==> config.mk <==
export PLATFORM = sky130hd
export DESIGN_NAME = llcfa_top
export DESIGN_NICKNAME = d
export VERILOG_FILES = /design/src/rtl/llcfa_fifo.v /design/src/rtl/llcfa_top.v
export VERILOG_INCLUDE_DIRS = /design/src /design/src/rtl
export SDC_FILE = /design/constraint.sdc
export NUM_CORES = 2
export LEC_CHECK = 0
export BUFFER_PORTS_ARGS = -buffer_cell sky130_fd_sc_hd__buf_2
export CAP_MARGIN = 20
export CORE_ASPECT_RATIO = 1.75
export CORE_MARGIN = 5
export CORE_UTILIZATION = 40
export CTS_CLUSTER_SIZE = 40
export DETAILED_ROUTE_END_ITERATION = 12
export PLACE_DENSITY = 0.64
export SETUP_SLACK_MARGIN = 0.2
export SLEW_MARGIN = 10
export SYNTH_ARGS = -nofsm -noshare
export SYNTH_HDL_FRONTEND = slang
export SYNTH_HIERARCHICAL = 1
export SYNTH_SLANG_ARGS = --single-unit
==> constraint.sdc <==
create_clock -name i_clock -period 7.1 [get_ports i_clock]
set_input_delay 1.42 -clock i_clock [delete_from_list [all_inputs] [get_ports i_clock]]
set_output_delay 1.42 -clock i_clock [all_outputs]
set_load 0.01 [all_outputs]
==> src/rtl/llcfa_map.vh <==
// constants for the link frame assembler / segmenter
// assumes byte-wide streams and a single 200 MHz clock
// Operation
// - accept and deliver units up to 1522 bytes
// - queue transmit units by address, priority, control
// - tag each unit with its protocol type
// - steer received units by frame type tag
// - at most eight convergence units supported
// - exactly one frame per incoming unit
// - split frames into equal-size segments
// - add segment header and trailing CRC
// - keep acknowledged segments in retransmission buffer
// - replay flagged segments from retransmission buffer
// - receive side hands acknowledgements to MAC
// - drop bad segments, acknowledge only if asked; the code has already passed the bytes upward when it raises o_rx_drop
// - reassemble only after all segments cleared; the code forwards each segment upward as it arrives, with no reassembly
// - data to convergence, control to management
// - relay-marked frames returned to MAC when enabled
// - relayed frames never decrypted
// - secured frames get security header and check; the code only sets the security flag in octet zero
// - unsecured frames omit both; header signals presence
// - header octet zero goes first to MAC
// - octet zero: type, security, mesh flags
// - reserved bits sent zero, ignored on receive
// - type 0 reserved, 1 control, 2-15 data
// - security flag marks header and check presence
// - mesh flag marks mesh header presence
`ifndef LLCFA_MAP_VH
`define LLCFA_MAP_VH
`define LLCFA_MAX_UNIT 11'h5F2
`define LLCFA_MAX_CONV 4'h8
`define LLCFA_FT_RSVD 4'h0
`define LLCFA_FT_CTRL 4'h1
`define LLCFA_FT_LSB 0
`define LLCFA_SEC_BIT 4
`define LLCFA_MESH_BIT 5
`define LLCFA_SEG_HDR 8'hA5
`define LLCFA_CRC_INIT 8'hFF
`define LLCFA_CRC_POLY 8'h07
`endif

==> src/rtl/llcfa_fifo.v <==
// byte fifo with valid/ready on both sides
// assumes one clock, async active-low reset
`timescale 1ns/1ps
module llcfa_fifo #(
  parameter WIDTH = 8,
  parameter DEPTH = 8,
  parameter AW = 3
) (
  // clock and reset
  input wire i_clock,
  input wire i_arst_n,
  // fill side
  input wire i_in_valid,
  input wire [WIDTH-1:0] i_in_data,
  output wire o_in_ready,
  // drain side
  output wire o_out_valid,
  output wire [WIDTH-1:0] o_out_data,
  input wire i_out_ready
);
  reg [WIDTH-1:0] mem_reg [0:DEPTH-1]; // storage flops
  reg [AW-1:0] wr_reg; // write index
  reg [AW-1:0] rd_reg; // read index
  reg [AW:0] cnt_reg; // fill level
  wire push = i_in_valid && (cnt_reg != DEPTH[AW:0]);
  wire pop = i_out_ready && (cnt_reg != {(AW+1){1'b0}});
  integer k;
  assign o_in_ready = (cnt_reg != DEPTH[AW:0]);
  assign o_out_valid = (cnt_reg != {(AW+1){1'b0}});
  assign o_out_data = mem_reg[rd_reg];
  // pointer and level update
  always @(posedge i_clock or negedge i_arst_n) begin
    if (!i_arst_n) begin
      wr_reg <= {AW{1'b0}};
      rd_reg <= {AW{1'b0}};
      cnt_reg <= {(AW+1){1'b0}};
      for (k = 0; k < DEPTH; k = k + 1) begin
        mem_reg[k] <= {WIDTH{1'b0}};
      end
    end else begin
      if (push) begin
        mem_reg[wr_reg] <= i_in_data;
        wr_reg <= (wr_reg == DEPTH[AW-1:0] - 1'b1) ? {AW{1'b0}} : wr_reg + 1'b1;
      end
      if (pop) begin
        rd_reg <= (rd_reg == DEPTH[AW-1:0] - 1'b1) ? {AW{1'b0}} : rd_reg + 1'b1;
      end
      if (push && !pop) begin
        cnt_reg <= cnt_reg + 1'b1;
      end else if (pop && !push) begin
        cnt_reg <= cnt_reg - 1'b1;
      end
    end
  end
endmodule

==> src/rtl/llcfa_top.v <==
// link frame assembler: builds, segments, buffers and checks link frames
// assumes upstream streams are on i_clock and hold data until ready
`timescale 1ns/1ps
`include "llcfa_map.vh"
module llcfa_top #(
  parameter SEG_SIZE = 8, // payload bytes per segment
  parameter ARQ_DEPTH = 64, // retransmission buffer bytes
  parameter ARQ_AW = 6,
  parameter NUM_CONV = 8 // convergence units served
) (
  // clock and reset
  input wire i_clock,
  input wire i_arst_n,
  // control
  input wire i_relay_enable,
  input wire i_secure,
  input wire i_mesh,
  input wire i_ack_req,
  // upper side transmit stream
  input wire i_tx_valid,
  input wire [7:0] i_tx_data,
  input wire i_tx_last,
  input wire [3:0] i_tx_type,
  input wire [2:0] i_tx_prio,
  input wire [2:0] i_tx_conv,
  output reg o_tx_ready,
  // lower side segment stream
  output reg o_seg_valid,
  output reg [7:0] o_seg_data,
  output reg o_seg_last,
  output reg [2:0] o_seg_prio,
  input wire i_seg_ready,
  // retransmission request
  input wire i_retx_req,
  output reg o_retx_busy,
  // receive segments from MAC
  input wire i_rx_valid,
  input wire [7:0] i_rx_data,
  input wire i_rx_last,
  // acknowledge to MAC
  output reg o_ack_valid,
  output reg o_ack_good,
  // delivery upward
  output reg o_up_valid,
  output reg [7:0] o_up_data,
  output reg [2:0] o_up_conv,
  output reg o_up_mgmt,
  output reg o_relay_valid,
  output reg o_rx_drop
);
  // transmit states
  localparam T_IDLE = 3'd0, T_HDR = 3'd1, T_DATA = 3'd2, T_CRC = 3'd3, T_SHDR = 3'd4;
  localparam T_RETX = 3'd5;

  // crc step, polynomial per map
  function [7:0] crc8;
    input [7:0] c;
    input [7:0] d;
    integer b;
    reg [7:0] x;
    begin
      x = c ^ d;
      for (b = 0; b < 8; b = b + 1) begin
        x = x[7] ? ((x << 1) ^ `LLCFA_CRC_POLY) : (x << 1);
      end
      crc8 = x;
    end
  endfunction

  // frame header octet zero builder
  function [7:0] hdr0;
    input [3:0] ft;
    input sec;
    input mesh;
    begin
      hdr0 = {2'b00, mesh, sec, ft};
    end
  endfunction

  reg [2:0] st_reg; // transmit state
  reg [7:0] crc_reg; // running segment crc
  reg [7:0] cnt_reg; // bytes in current segment
  reg [10:0] len_reg; // bytes in current unit
  reg [3:0] ft_reg; // latched frame type
  reg last_reg; // frame end seen
  reg hdr_done_reg; // octet zero emitted
  reg [ARQ_AW-1:0] arq_wr_reg; // retx buffer fill
  reg [ARQ_AW-1:0] arq_rd_reg; // retx read index
  reg [7:0] arq_mem [0:ARQ_DEPTH-1]; // retx storage
  reg arq_keep_reg; // this frame is acknowledged
  integer i;

  // fifo buffers the outgoing byte stream; MAC back-pressure reaches o_tx_ready
  wire f_in_ready;
  wire f_out_valid;
  wire [7:0] f_out_data;
  // no pop once the segment is full, or the byte would be lost at the crc step
  wire f_pop = f_out_valid && (!o_seg_valid || i_seg_ready) && st_reg == T_DATA
               && cnt_reg != SEG_SIZE[7:0];
  // fifo level mirror so a registered ready never offers room that is gone
  reg [3:0] fill_reg; // bytes held in the fifo
  wire tx_take = i_tx_valid && o_tx_ready; // byte taken at this edge
  wire [3:0] fill_next = fill_reg + {3'b000, tx_take} - {3'b000, f_pop};
  // unit ends on its last byte or at the size ceiling
  wire tx_end = tx_take && (i_tx_last || len_reg == `LLCFA_MAX_UNIT - 11'h001);
  llcfa_fifo #(.WIDTH(8), .DEPTH(8), .AW(3)) u_fifo (
    .i_clock(i_clock),
    .i_arst_n(i_arst_n),
    .i_in_valid(i_tx_valid && o_tx_ready),
    .i_in_data(i_tx_data),
    .o_in_ready(f_in_ready),
    .o_out_valid(f_out_valid),
    .o_out_data(f_out_data),
    .i_out_ready(f_pop)
  );
  reg f_last_reg; // last byte marker held beside the fifo
  wire out_free = !o_seg_valid || i_seg_ready;

  // transmit: one frame per unit, equal segments, header and crc per segment
  always @(posedge i_clock or negedge i_arst_n) begin
    if (!i_arst_n) begin
      st_reg <= T_IDLE;
      crc_reg <= `LLCFA_CRC_INIT;
      cnt_reg <= 8'h00;
      len_reg <= 11'h000;
      ft_reg <= 4'h0;
      last_reg <= 1'b0;
      hdr_done_reg <= 1'b0;
      arq_wr_reg <= {ARQ_AW{1'b0}};
      arq_rd_reg <= {ARQ_AW{1'b0}};
      arq_keep_reg <= 1'b0;
      f_last_reg <= 1'b0;
      fill_reg <= 4'h0;
      o_tx_ready <= 1'b0;
      o_seg_valid <= 1'b0;
      o_seg_data <= 8'h00;
      o_seg_last <= 1'b0;
      o_seg_prio <= 3'h0;
      o_retx_busy <= 1'b0;
      for (i = 0; i < ARQ_DEPTH; i = i + 1) begin
        arq_mem[i] <= 8'h00;
      end
    end else begin
      if (out_free) begin
        o_seg_valid <= 1'b0;
        o_seg_last <= 1'b0;
      end
      // accept bytes while fifo keeps room after this edge and unit still open;
      // the closing byte drops ready at once so no byte of the next unit slips in
      fill_reg <= fill_next;
      o_tx_ready <= f_in_ready && (fill_next != 4'h8) && !last_reg && !tx_end
                    && st_reg != T_RETX && st_reg != T_IDLE;
      if (tx_take) begin
        len_reg <= len_reg + 11'h001;
        if (tx_end) begin
          last_reg <= 1'b1;
          f_last_reg <= 1'b1;
        end
      end
      case (st_reg)
        T_IDLE: begin
          if (i_retx_req && arq_wr_reg != {ARQ_AW{1'b0}}) begin
            st_reg <= T_RETX;
            arq_rd_reg <= {ARQ_AW{1'b0}};
            cnt_reg <= 8'h00; // replay restarts the segment position
            o_retx_busy <= 1'b1;
          end else if (i_tx_valid && i_tx_type != `LLCFA_FT_RSVD
                       && {1'b0, i_tx_conv} < NUM_CONV[3:0]) begin
            ft_reg <= i_tx_type;
            o_seg_prio <= i_tx_prio;
            arq_keep_reg <= i_ack_req;
            arq_wr_reg <= {ARQ_AW{1'b0}};
            len_reg <= 11'h000;
            last_reg <= 1'b0;
            f_last_reg <= 1'b0;
            hdr_done_reg <= 1'b0;
            st_reg <= T_SHDR;
          end
        end
        T_SHDR: if (out_free) begin
          o_seg_valid <= 1'b1;
          o_seg_data <= `LLCFA_SEG_HDR;
          crc_reg <= crc8(`LLCFA_CRC_INIT, `LLCFA_SEG_HDR);
          cnt_reg <= 8'h00;
          st_reg <= hdr_done_reg ? T_DATA : T_HDR;
          if (arq_keep_reg) begin
            arq_mem[arq_wr_reg] <= `LLCFA_SEG_HDR;
            arq_wr_reg <= arq_wr_reg + 1'b1;
          end
        end
        T_HDR: if (out_free) begin
          // octet zero leads the frame toward the MAC
          o_seg_valid <= 1'b1;
          o_seg_data <= hdr0(ft_reg, i_secure, i_mesh);
          crc_reg <= crc8(crc_reg, hdr0(ft_reg, i_secure, i_mesh));
          cnt_reg <= 8'h01;
          hdr_done_reg <= 1'b1;
          st_reg <= T_DATA;
          if (arq_keep_reg) begin
            arq_mem[arq_wr_reg] <= hdr0(ft_reg, i_secure, i_mesh);
            arq_wr_reg <= arq_wr_reg + 1'b1;
          end
        end
        T_DATA: begin
          if (cnt_reg == SEG_SIZE[7:0]) begin
            st_reg <= T_CRC;
          end else if (f_pop) begin
            o_seg_valid <= 1'b1;
            o_seg_data <= f_out_data;
            crc_reg <= crc8(crc_reg, f_out_data);
            cnt_reg <= cnt_reg + 8'h01;
            if (arq_keep_reg) begin
              arq_mem[arq_wr_reg] <= f_out_data;
              arq_wr_reg <= arq_wr_reg + 1'b1;
            end
          end else if (out_free && f_last_reg && !f_out_valid) begin
            // pad short tail so every segment has equal size
            o_seg_valid <= 1'b1;
            o_seg_data <= 8'h00;
            crc_reg <= crc8(crc_reg, 8'h00);
            cnt_reg <= cnt_reg + 8'h01;
            // pad bytes are stored too so a replay is the same segment
            if (arq_keep_reg) begin
              arq_mem[arq_wr_reg] <= 8'h00;
              arq_wr_reg <= arq_wr_reg + 1'b1;
            end
          end
        end
        T_CRC: if (out_free) begin
          o_seg_valid <= 1'b1;
          o_seg_data <= crc_reg;
          o_seg_last <= 1'b1;
          if (arq_keep_reg) begin
            arq_mem[arq_wr_reg] <= crc_reg;
            arq_wr_reg <= arq_wr_reg + 1'b1;
          end
          st_reg <= (f_last_reg && !f_out_valid) ? T_IDLE : T_SHDR;
        end
        T_RETX: if (out_free) begin
          // replay stored segments verbatim; buffer wraps if frame too long
          o_seg_valid <= 1'b1;
          o_seg_data <= arq_mem[arq_rd_reg];
          arq_rd_reg <= arq_rd_reg + 1'b1;
          // each stored segment ends on its crc byte, so mark it as it goes out
          cnt_reg <= (cnt_reg == SEG_SIZE[7:0] + 8'h01) ? 8'h00 : cnt_reg + 8'h01;
          o_seg_last <= (cnt_reg == SEG_SIZE[7:0] + 8'h01);
          if (arq_rd_reg + 1'b1 == arq_wr_reg) begin
            o_seg_last <= 1'b1;
            o_retx_busy <= 1'b0;
            st_reg <= T_IDLE;
          end
        end
        default: st_reg <= T_IDLE;
      endcase
    end
  end

  // receive side: sync pins-equivalent inputs are same clock, no sync needed
  reg [7:0] rcrc_reg; // running receive crc
  reg [7:0] rpos_reg; // byte index in segment
  reg [7:0] prev_reg; // one byte delay to hide crc
  reg prev_v_reg; // delayed byte valid
  reg [3:0] rft_reg; // received frame type
  reg rmesh_reg; // mesh flag of frame
  reg rbad_reg; // a segment has failed since reset, never cleared
  reg rfirst_reg; // next data byte is octet zero

  always @(posedge i_clock or negedge i_arst_n) begin
    if (!i_arst_n) begin
      rcrc_reg <= `LLCFA_CRC_INIT;
      rpos_reg <= 8'h00;
      prev_reg <= 8'h00;
      prev_v_reg <= 1'b0;
      rft_reg <= 4'h0;
      rmesh_reg <= 1'b0;
      rbad_reg <= 1'b0;
      rfirst_reg <= 1'b1;
      o_ack_valid <= 1'b0;
      o_ack_good <= 1'b0;
      o_up_valid <= 1'b0;
      o_up_data <= 8'h00;
      o_up_conv <= 3'h0;
      o_up_mgmt <= 1'b0;
      o_relay_valid <= 1'b0;
      o_rx_drop <= 1'b0;
    end else begin
      o_ack_valid <= 1'b0;
      o_up_valid <= 1'b0;
      o_relay_valid <= 1'b0;
      o_rx_drop <= 1'b0;
      if (i_rx_valid) begin
        rcrc_reg <= crc8(rcrc_reg, i_rx_data);
        rpos_reg <= rpos_reg + 8'h01;
        prev_reg <= i_rx_data;
        prev_v_reg <= (rpos_reg != 8'h00);
        // forward previous byte; last byte is crc and never forwarded
        if (prev_v_reg && rpos_reg > 8'h01) begin
          if (rfirst_reg) begin
            rft_reg <= prev_reg[3:0];
            rmesh_reg <= prev_reg[`LLCFA_MESH_BIT];
            rfirst_reg <= 1'b0;
          end
          // relay frames go back raw and are never decrypted here
          if (i_relay_enable && (rfirst_reg ? prev_reg[`LLCFA_MESH_BIT] : rmesh_reg)) begin
            o_relay_valid <= 1'b1;
          end else begin
            o_up_valid <= 1'b1;
          end
          o_up_data <= prev_reg;
          o_up_mgmt <= (rfirst_reg ? prev_reg[3:0] : rft_reg) == `LLCFA_FT_CTRL;
          o_up_conv <= rfirst_reg ? prev_reg[2:0] : rft_reg[2:0];
        end
        if (i_rx_last) begin
          rcrc_reg <= `LLCFA_CRC_INIT;
          rpos_reg <= 8'h00;
          prev_v_reg <= 1'b0;
          // each segment burst is taken as a frame of its own: no frame end mark
          // crosses this port, so a multi-segment frame reads its second part wrong
          rfirst_reg <= 1'b1;
          // good when crc over all bytes including crc byte is zero
          if (crc8(rcrc_reg, i_rx_data) != 8'h00) begin
            o_rx_drop <= 1'b1;
            rbad_reg <= 1'b1;
          end
          if (i_ack_req) begin
            o_ack_valid <= 1'b1;
            o_ack_good <= (crc8(rcrc_reg, i_rx_data) == 8'h00) && !rbad_reg;
          end
        end
      end
    end
  end
endmodule

==> run_summary.xml <==
<?xml version="1.0" encoding="UTF-8"?>
<metrics>
  <group name="detailed_routing">
    <metric name="num_vias" unit="">20520</metric>
    <metric name="wire_per_inst" unit="um">23.84</metric>
    <metric name="drt-vias-per-instance" unit="">5.758</metric>
    <metric name="drtAntennaViolNets" unit="">0</metric>
    <metric name="drc_errors" unit="">0</metric>
    <metric name="drt_first_pass_iters" unit="">5</metric>
    <metric name="wirelength" unit="um">84940</metric>
    <metric name="detail_route.iter0.violations" unit="">1069</metric>
  </group>
  <group name="logic_synthesis">
    <metric name="synth_cells" unit="">2445</metric>
    <metric name="fraction_of_synthesis_flops_using_an_asynchronous_set_or_reset_pin" unit="">1.000</metric>
    <metric name="synth_edf_count" unit="">0</metric>
    <metric name="postSynthNetCount" unit="">2507</metric>
    <metric name="fraction_of_the_yosys_area_taken_by_sequential_cells" unit="">0.5129</metric>
    <metric name="netlist.top_cell.by_area" unit="">sky130_fd_sc_hd__dfrtp_1</metric>
    <metric name="synth_top_flop_cell" unit="">sky130_fd_sc_hd__dfrtp_1</metric>
    <metric name="syn_area_per_cell" unit="sq um">14.01</metric>
    <metric name="syn_area" unit="sq mm">0.03424</metric>
    <metric name="synth_cell_types" unit="">78</metric>
    <metric name="synthesis.yosys.warnings" unit="">6</metric>
    <metric name="synth_largest_type_area_fraction" unit="">0.4998</metric>
    <metric name="synth.area.top_cells" unit="">sky130_fd_sc_hd__dfrtp_1, sky130_fd_sc_hd__mux2_2, sky130_fd_sc_hd__mux4_2</metric>
    <metric name="number_of_storage_elements_in_the_synthesis_netlist" unit="">701</metric>
  </group>
  <group name="min_path">
    <metric name="holdCritPathClass" unit="">flop to flop</metric>
  </group>
  <group name="layout">
    <metric name="syn_to_final_growth" unit="%">10.64</metric>
    <metric name="post_route_cells_drive_above_1_share" unit="">0.4100</metric>
    <metric name="insertedDiodeCount" unit="">0</metric>
    <metric name="mostFrequentLayoutCell" unit="">sky130_fd_sc_hd__dfrtp_1</metric>
    <metric name="largest_register_ff_count" unit="">512</metric>
    <metric name="ff_latch_area" unit="sq mm">0.01757</metric>
    <metric name="highest_count_cells_in_the_layout_ignoring_fill_and_taps" unit="">sky130_fd_sc_hd__dfrtp_1, sky130_fd_sc_hd__mux2_2, sky130_fd_sc_hd__mux4_2</metric>
    <metric name="nNetsFinal" unit="">2488</metric>
    <metric name="area_of_the_multi_input_gates" unit="sq mm">0.01582</metric>
    <metric name="layoutNonFillerInstCount" unit="">3563</metric>
    <metric name="fillCellCount" unit="">7600</metric>
  </group>
  <group name="clocking">
    <metric name="ctsResizeCount" unit="">0</metric>
    <metric name="clockRootBuffer" unit="">sky130_fd_sc_hd__clkbuf_16</metric>
    <metric name="clock-sinks" unit="">701</metric>
    <metric name="tritoncts" unit="">yes</metric>
    <metric name="tritoncts.num_buffers" unit="">70</metric>
    <metric name="worst_skew_pair.late_latency" unit="ps">640</metric>
    <metric name="cts_buffer_depth" unit="">3</metric>
    <metric name="post_cts_buffers" unit="">0</metric>
    <metric name="cts.hold.buffers_added" unit="">0</metric>
    <metric name="h-tree-depth" unit="">3</metric>
    <metric name="clkTransAtPathRegs" unit="ps">60</metric>
  </group>
  <group name="critical_path">
    <metric name="cpPeakStageDelay" unit="ps">860</metric>
    <metric name="timing.critical_path.to_type" unit="">flop</metric>
    <metric name="setup.worst_path.class" unit="">flop to flop</metric>
    <metric name="cp_slowest_cell" unit="">sky130_fd_sc_hd__a211o_2</metric>
    <metric name="worst_ep_arrival_time" unit="ps">4970</metric>
    <metric name="cp-start-kind" unit="">flop</metric>
    <metric name="path_buf_inv" unit="">1</metric>
    <metric name="critical_path_required" unit="ps">7620</metric>
    <metric name="critical_path.max_fanout" unit="">30</metric>
    <metric name="largest_delay_contributor_family_on_the_critical_path" unit="">simple AND/OR/NAND/NOR gates</metric>
    <metric name="crit_path_cell_trace" unit="">or4_2 &gt; nor2_1 &gt; a311o_1 &gt; o311a_1 &gt; a211o_2 &gt; buf_4 &gt; or3_1 &gt; mux2_2</metric>
  </group>
  <group name="floorplan">
    <metric name="die_y" unit="um">397.1</metric>
    <metric name="die-area" unit="sq mm">0.09179</metric>
    <metric name="placementRows" unit="">142</metric>
    <metric name="placeableCoreArea" unit="sq mm">0.08528</metric>
    <metric name="ios" unit="">70</metric>
    <metric name="floorplan.die.width" unit="um">231.2</metric>
    <metric name="start_util" unit="">0.4015</metric>
  </group>
  <group name="pwr">
    <metric name="power.ir.vdd_worst" unit="V">0.0002815</metric>
    <metric name="power.density" unit="mW/mm^2">434.5</metric>
    <metric name="post-layout-total-power" unit="mW">16.46</metric>
    <metric name="power_leakage" unit="nW">14.99</metric>
  </group>
  <group name="placement">
    <metric name="portBuffers" unit="">66</metric>
    <metric name="detailedPlacementHpwl" unit="um">56540</metric>
    <metric name="place_inst" unit="">3432</metric>
    <metric name="global_placement_routability_congestion" unit="">0.8526</metric>
  </group>
  <group name="sta">
    <metric name="timing_max_transition_violations_final" unit="">0</metric>
    <metric name="maxSlewHeadroom" unit="">0.2446</metric>
    <metric name="setup_viol" unit="">0</metric>
    <metric name="fmax" unit="GHz">0.2248</metric>
    <metric name="tns" unit="ps">0</metric>
    <metric name="finalClockSkew" unit="ps">27.49</metric>
    <metric name="timing.final.crit_period" unit="ps">4449</metric>
    <metric name="tightestPinTransition" unit="ps">1133</metric>
    <metric name="fin_hold_ws" unit="ps">459.9</metric>
    <metric name="rsz0062_at_grt" unit="">false</metric>
    <metric name="hold_viol" unit="">0</metric>
    <metric name="fin_crit_sh" unit="">0.6266</metric>
  </group>
  <group name="global_route">
    <metric name="maximum_number_of_pins_on_one_net_before_global_route_repair" unit="">192</metric>
    <metric name="grt_antenna_before_repair" unit="">0</metric>
    <metric name="grt_first_pass_wirelength" unit="um">134300</metric>
    <metric name="grt_use_total" unit="">0.1866</metric>
    <metric name="residual_overflow_from_global_routing" unit="">0</metric>
    <metric name="grt_pass1_vias" unit="">22660</metric>
  </group>
  <group name="run_status">
    <metric name="outcome" unit="">complete, no violations</metric>
  </group>
  <group name="job">
    <metric name="drv.max_cap_violation_count" unit="">0</metric>
  </group>
</metrics>
path summary, 6_finish.rpt:
kind | start | to | slack, ps | depth (start not counted)
hold reg to reg | rbad_reg | o_ack_good | 460 | 1
hold / removal | rbad_reg | o_ack_good | 460 | 1
setup / recovery | u_fifo/cnt_reg[0] | arq_mem[148] | 2650 | 8
max in group asynchronous | i_arst_n | arq_mem[92] | 4570 | 2
min in group asynchronous | i_arst_n | cnt_reg[4] | 860 | 1
setup reg to reg | u_fifo/cnt_reg[0] | arq_mem[148] | 2650 | 8
final cells by class:
class,count,area share
Clock buffer,93,0.05119
Clock inverter,36,0.01083
Inverter,36,0.003567
Multi-Input combinational cell,1522,0.4175
Sequential cell,701,0.4638
Tap cell,1080,0.03567
Timing Repair Buffer,95,0.01744
where the power goes:
| group | switching (mW) | internal [mW] |
|---|---|---|
| Combinational | 3.50 | 2.98 |
| Clock | 1.63 | 2.20 |
| Sequential | 0.926 | 5.22 |
| Total | 6.06 | 10.4 |
cell usage after synthesis (20+ instances only):
master                     instances
sky130_fd_sc_hd__dfrtp_1         684
sky130_fd_sc_hd__nand2b_1         22
sky130_fd_sc_hd__nand3_1          46
sky130_fd_sc_hd__ha_1             22
sky130_fd_sc_hd__xor2_1           29
sky130_fd_sc_hd__a22oi_1          20
sky130_fd_sc_hd__nand2_1          81
sky130_fd_sc_hd__mux4_2          142
sky130_fd_sc_hd__mux2_2          573
sky130_fd_sc_hd__buf_1            25
sky130_fd_sc_hd__buf_2            46
sky130_fd_sc_hd__mux2i_1          58
sky130_fd_sc_hd__inv_1            34
sky130_fd_sc_hd__clkbuf_1        104
sky130_fd_sc_hd__o21ai_0          51
sky130_fd_sc_hd__xnor2_1          56
sky130_fd_sc_hd__mux2_1           29
sky130_fd_sc_hd__nor2_1           67
sky130_fd_sc_hd__a21oi_1          36
sky130_fd_sc_hd__or3_1            36
sky130_fd_sc_hd__nor3_4           20
cell families after synthesis:
| kind of cell | count (synthesis) | share of synthesized area |
|---|---|---|
| adder cells (fa/ha/maj) | 24 | 0.009207 |
| AO/OA/AOI/OAI | 219 | 0.04443 |
| XOR/XNOR | 91 | 0.02572 |
| AND/OR/NAND/NOR | 370 | 0.06467 |
| flip-flops | 701 | 0.5129 |
| multiplexers | 818 | 0.3153 |
| buffers and inverters | 222 | 0.02777 |
worst register-to-register path, cell delays in order (launching register included):
cell and delay, ps:
sky130_fd_sc_hd__dfrtp_1 510, sky130_fd_sc_hd__or4_2 770, sky130_fd_sc_hd__nor2_1 240, sky130_fd_sc_hd__a311o_1 180, sky130_fd_sc_hd__o311a_1 380, sky130_fd_sc_hd__a211o_2 860
sky130_fd_sc_hd__buf_4 500, sky130_fd_sc_hd__or3_1 500, sky130_fd_sc_hd__mux2_2 400
stage by stage:
stage | cell area, sq um | util | worst slack [ps]
final | 37890 | 0.4442 | 2651
after global routing | 37890 | 0.4442 | 2552
after CTS | 37850 | 0.4438 | 2699
after detailed placement | 35500 | 0.4163 | 2292
after global placement | 35470 | 0.4159 | 2359
after floorplan | 34240 | - | 2886
routing by layer:
metal,global-route usage,part of all wire,vias to the layer above
li1,-,-,8980
met1,0.2154,0.38,10850
met2,0.3347,0.53,469
met3,0.02820,0.035,217
met4,0.09601,0.056,0
met5,0,0,-
No activity file was read; power rests on OpenSTA's default activity.
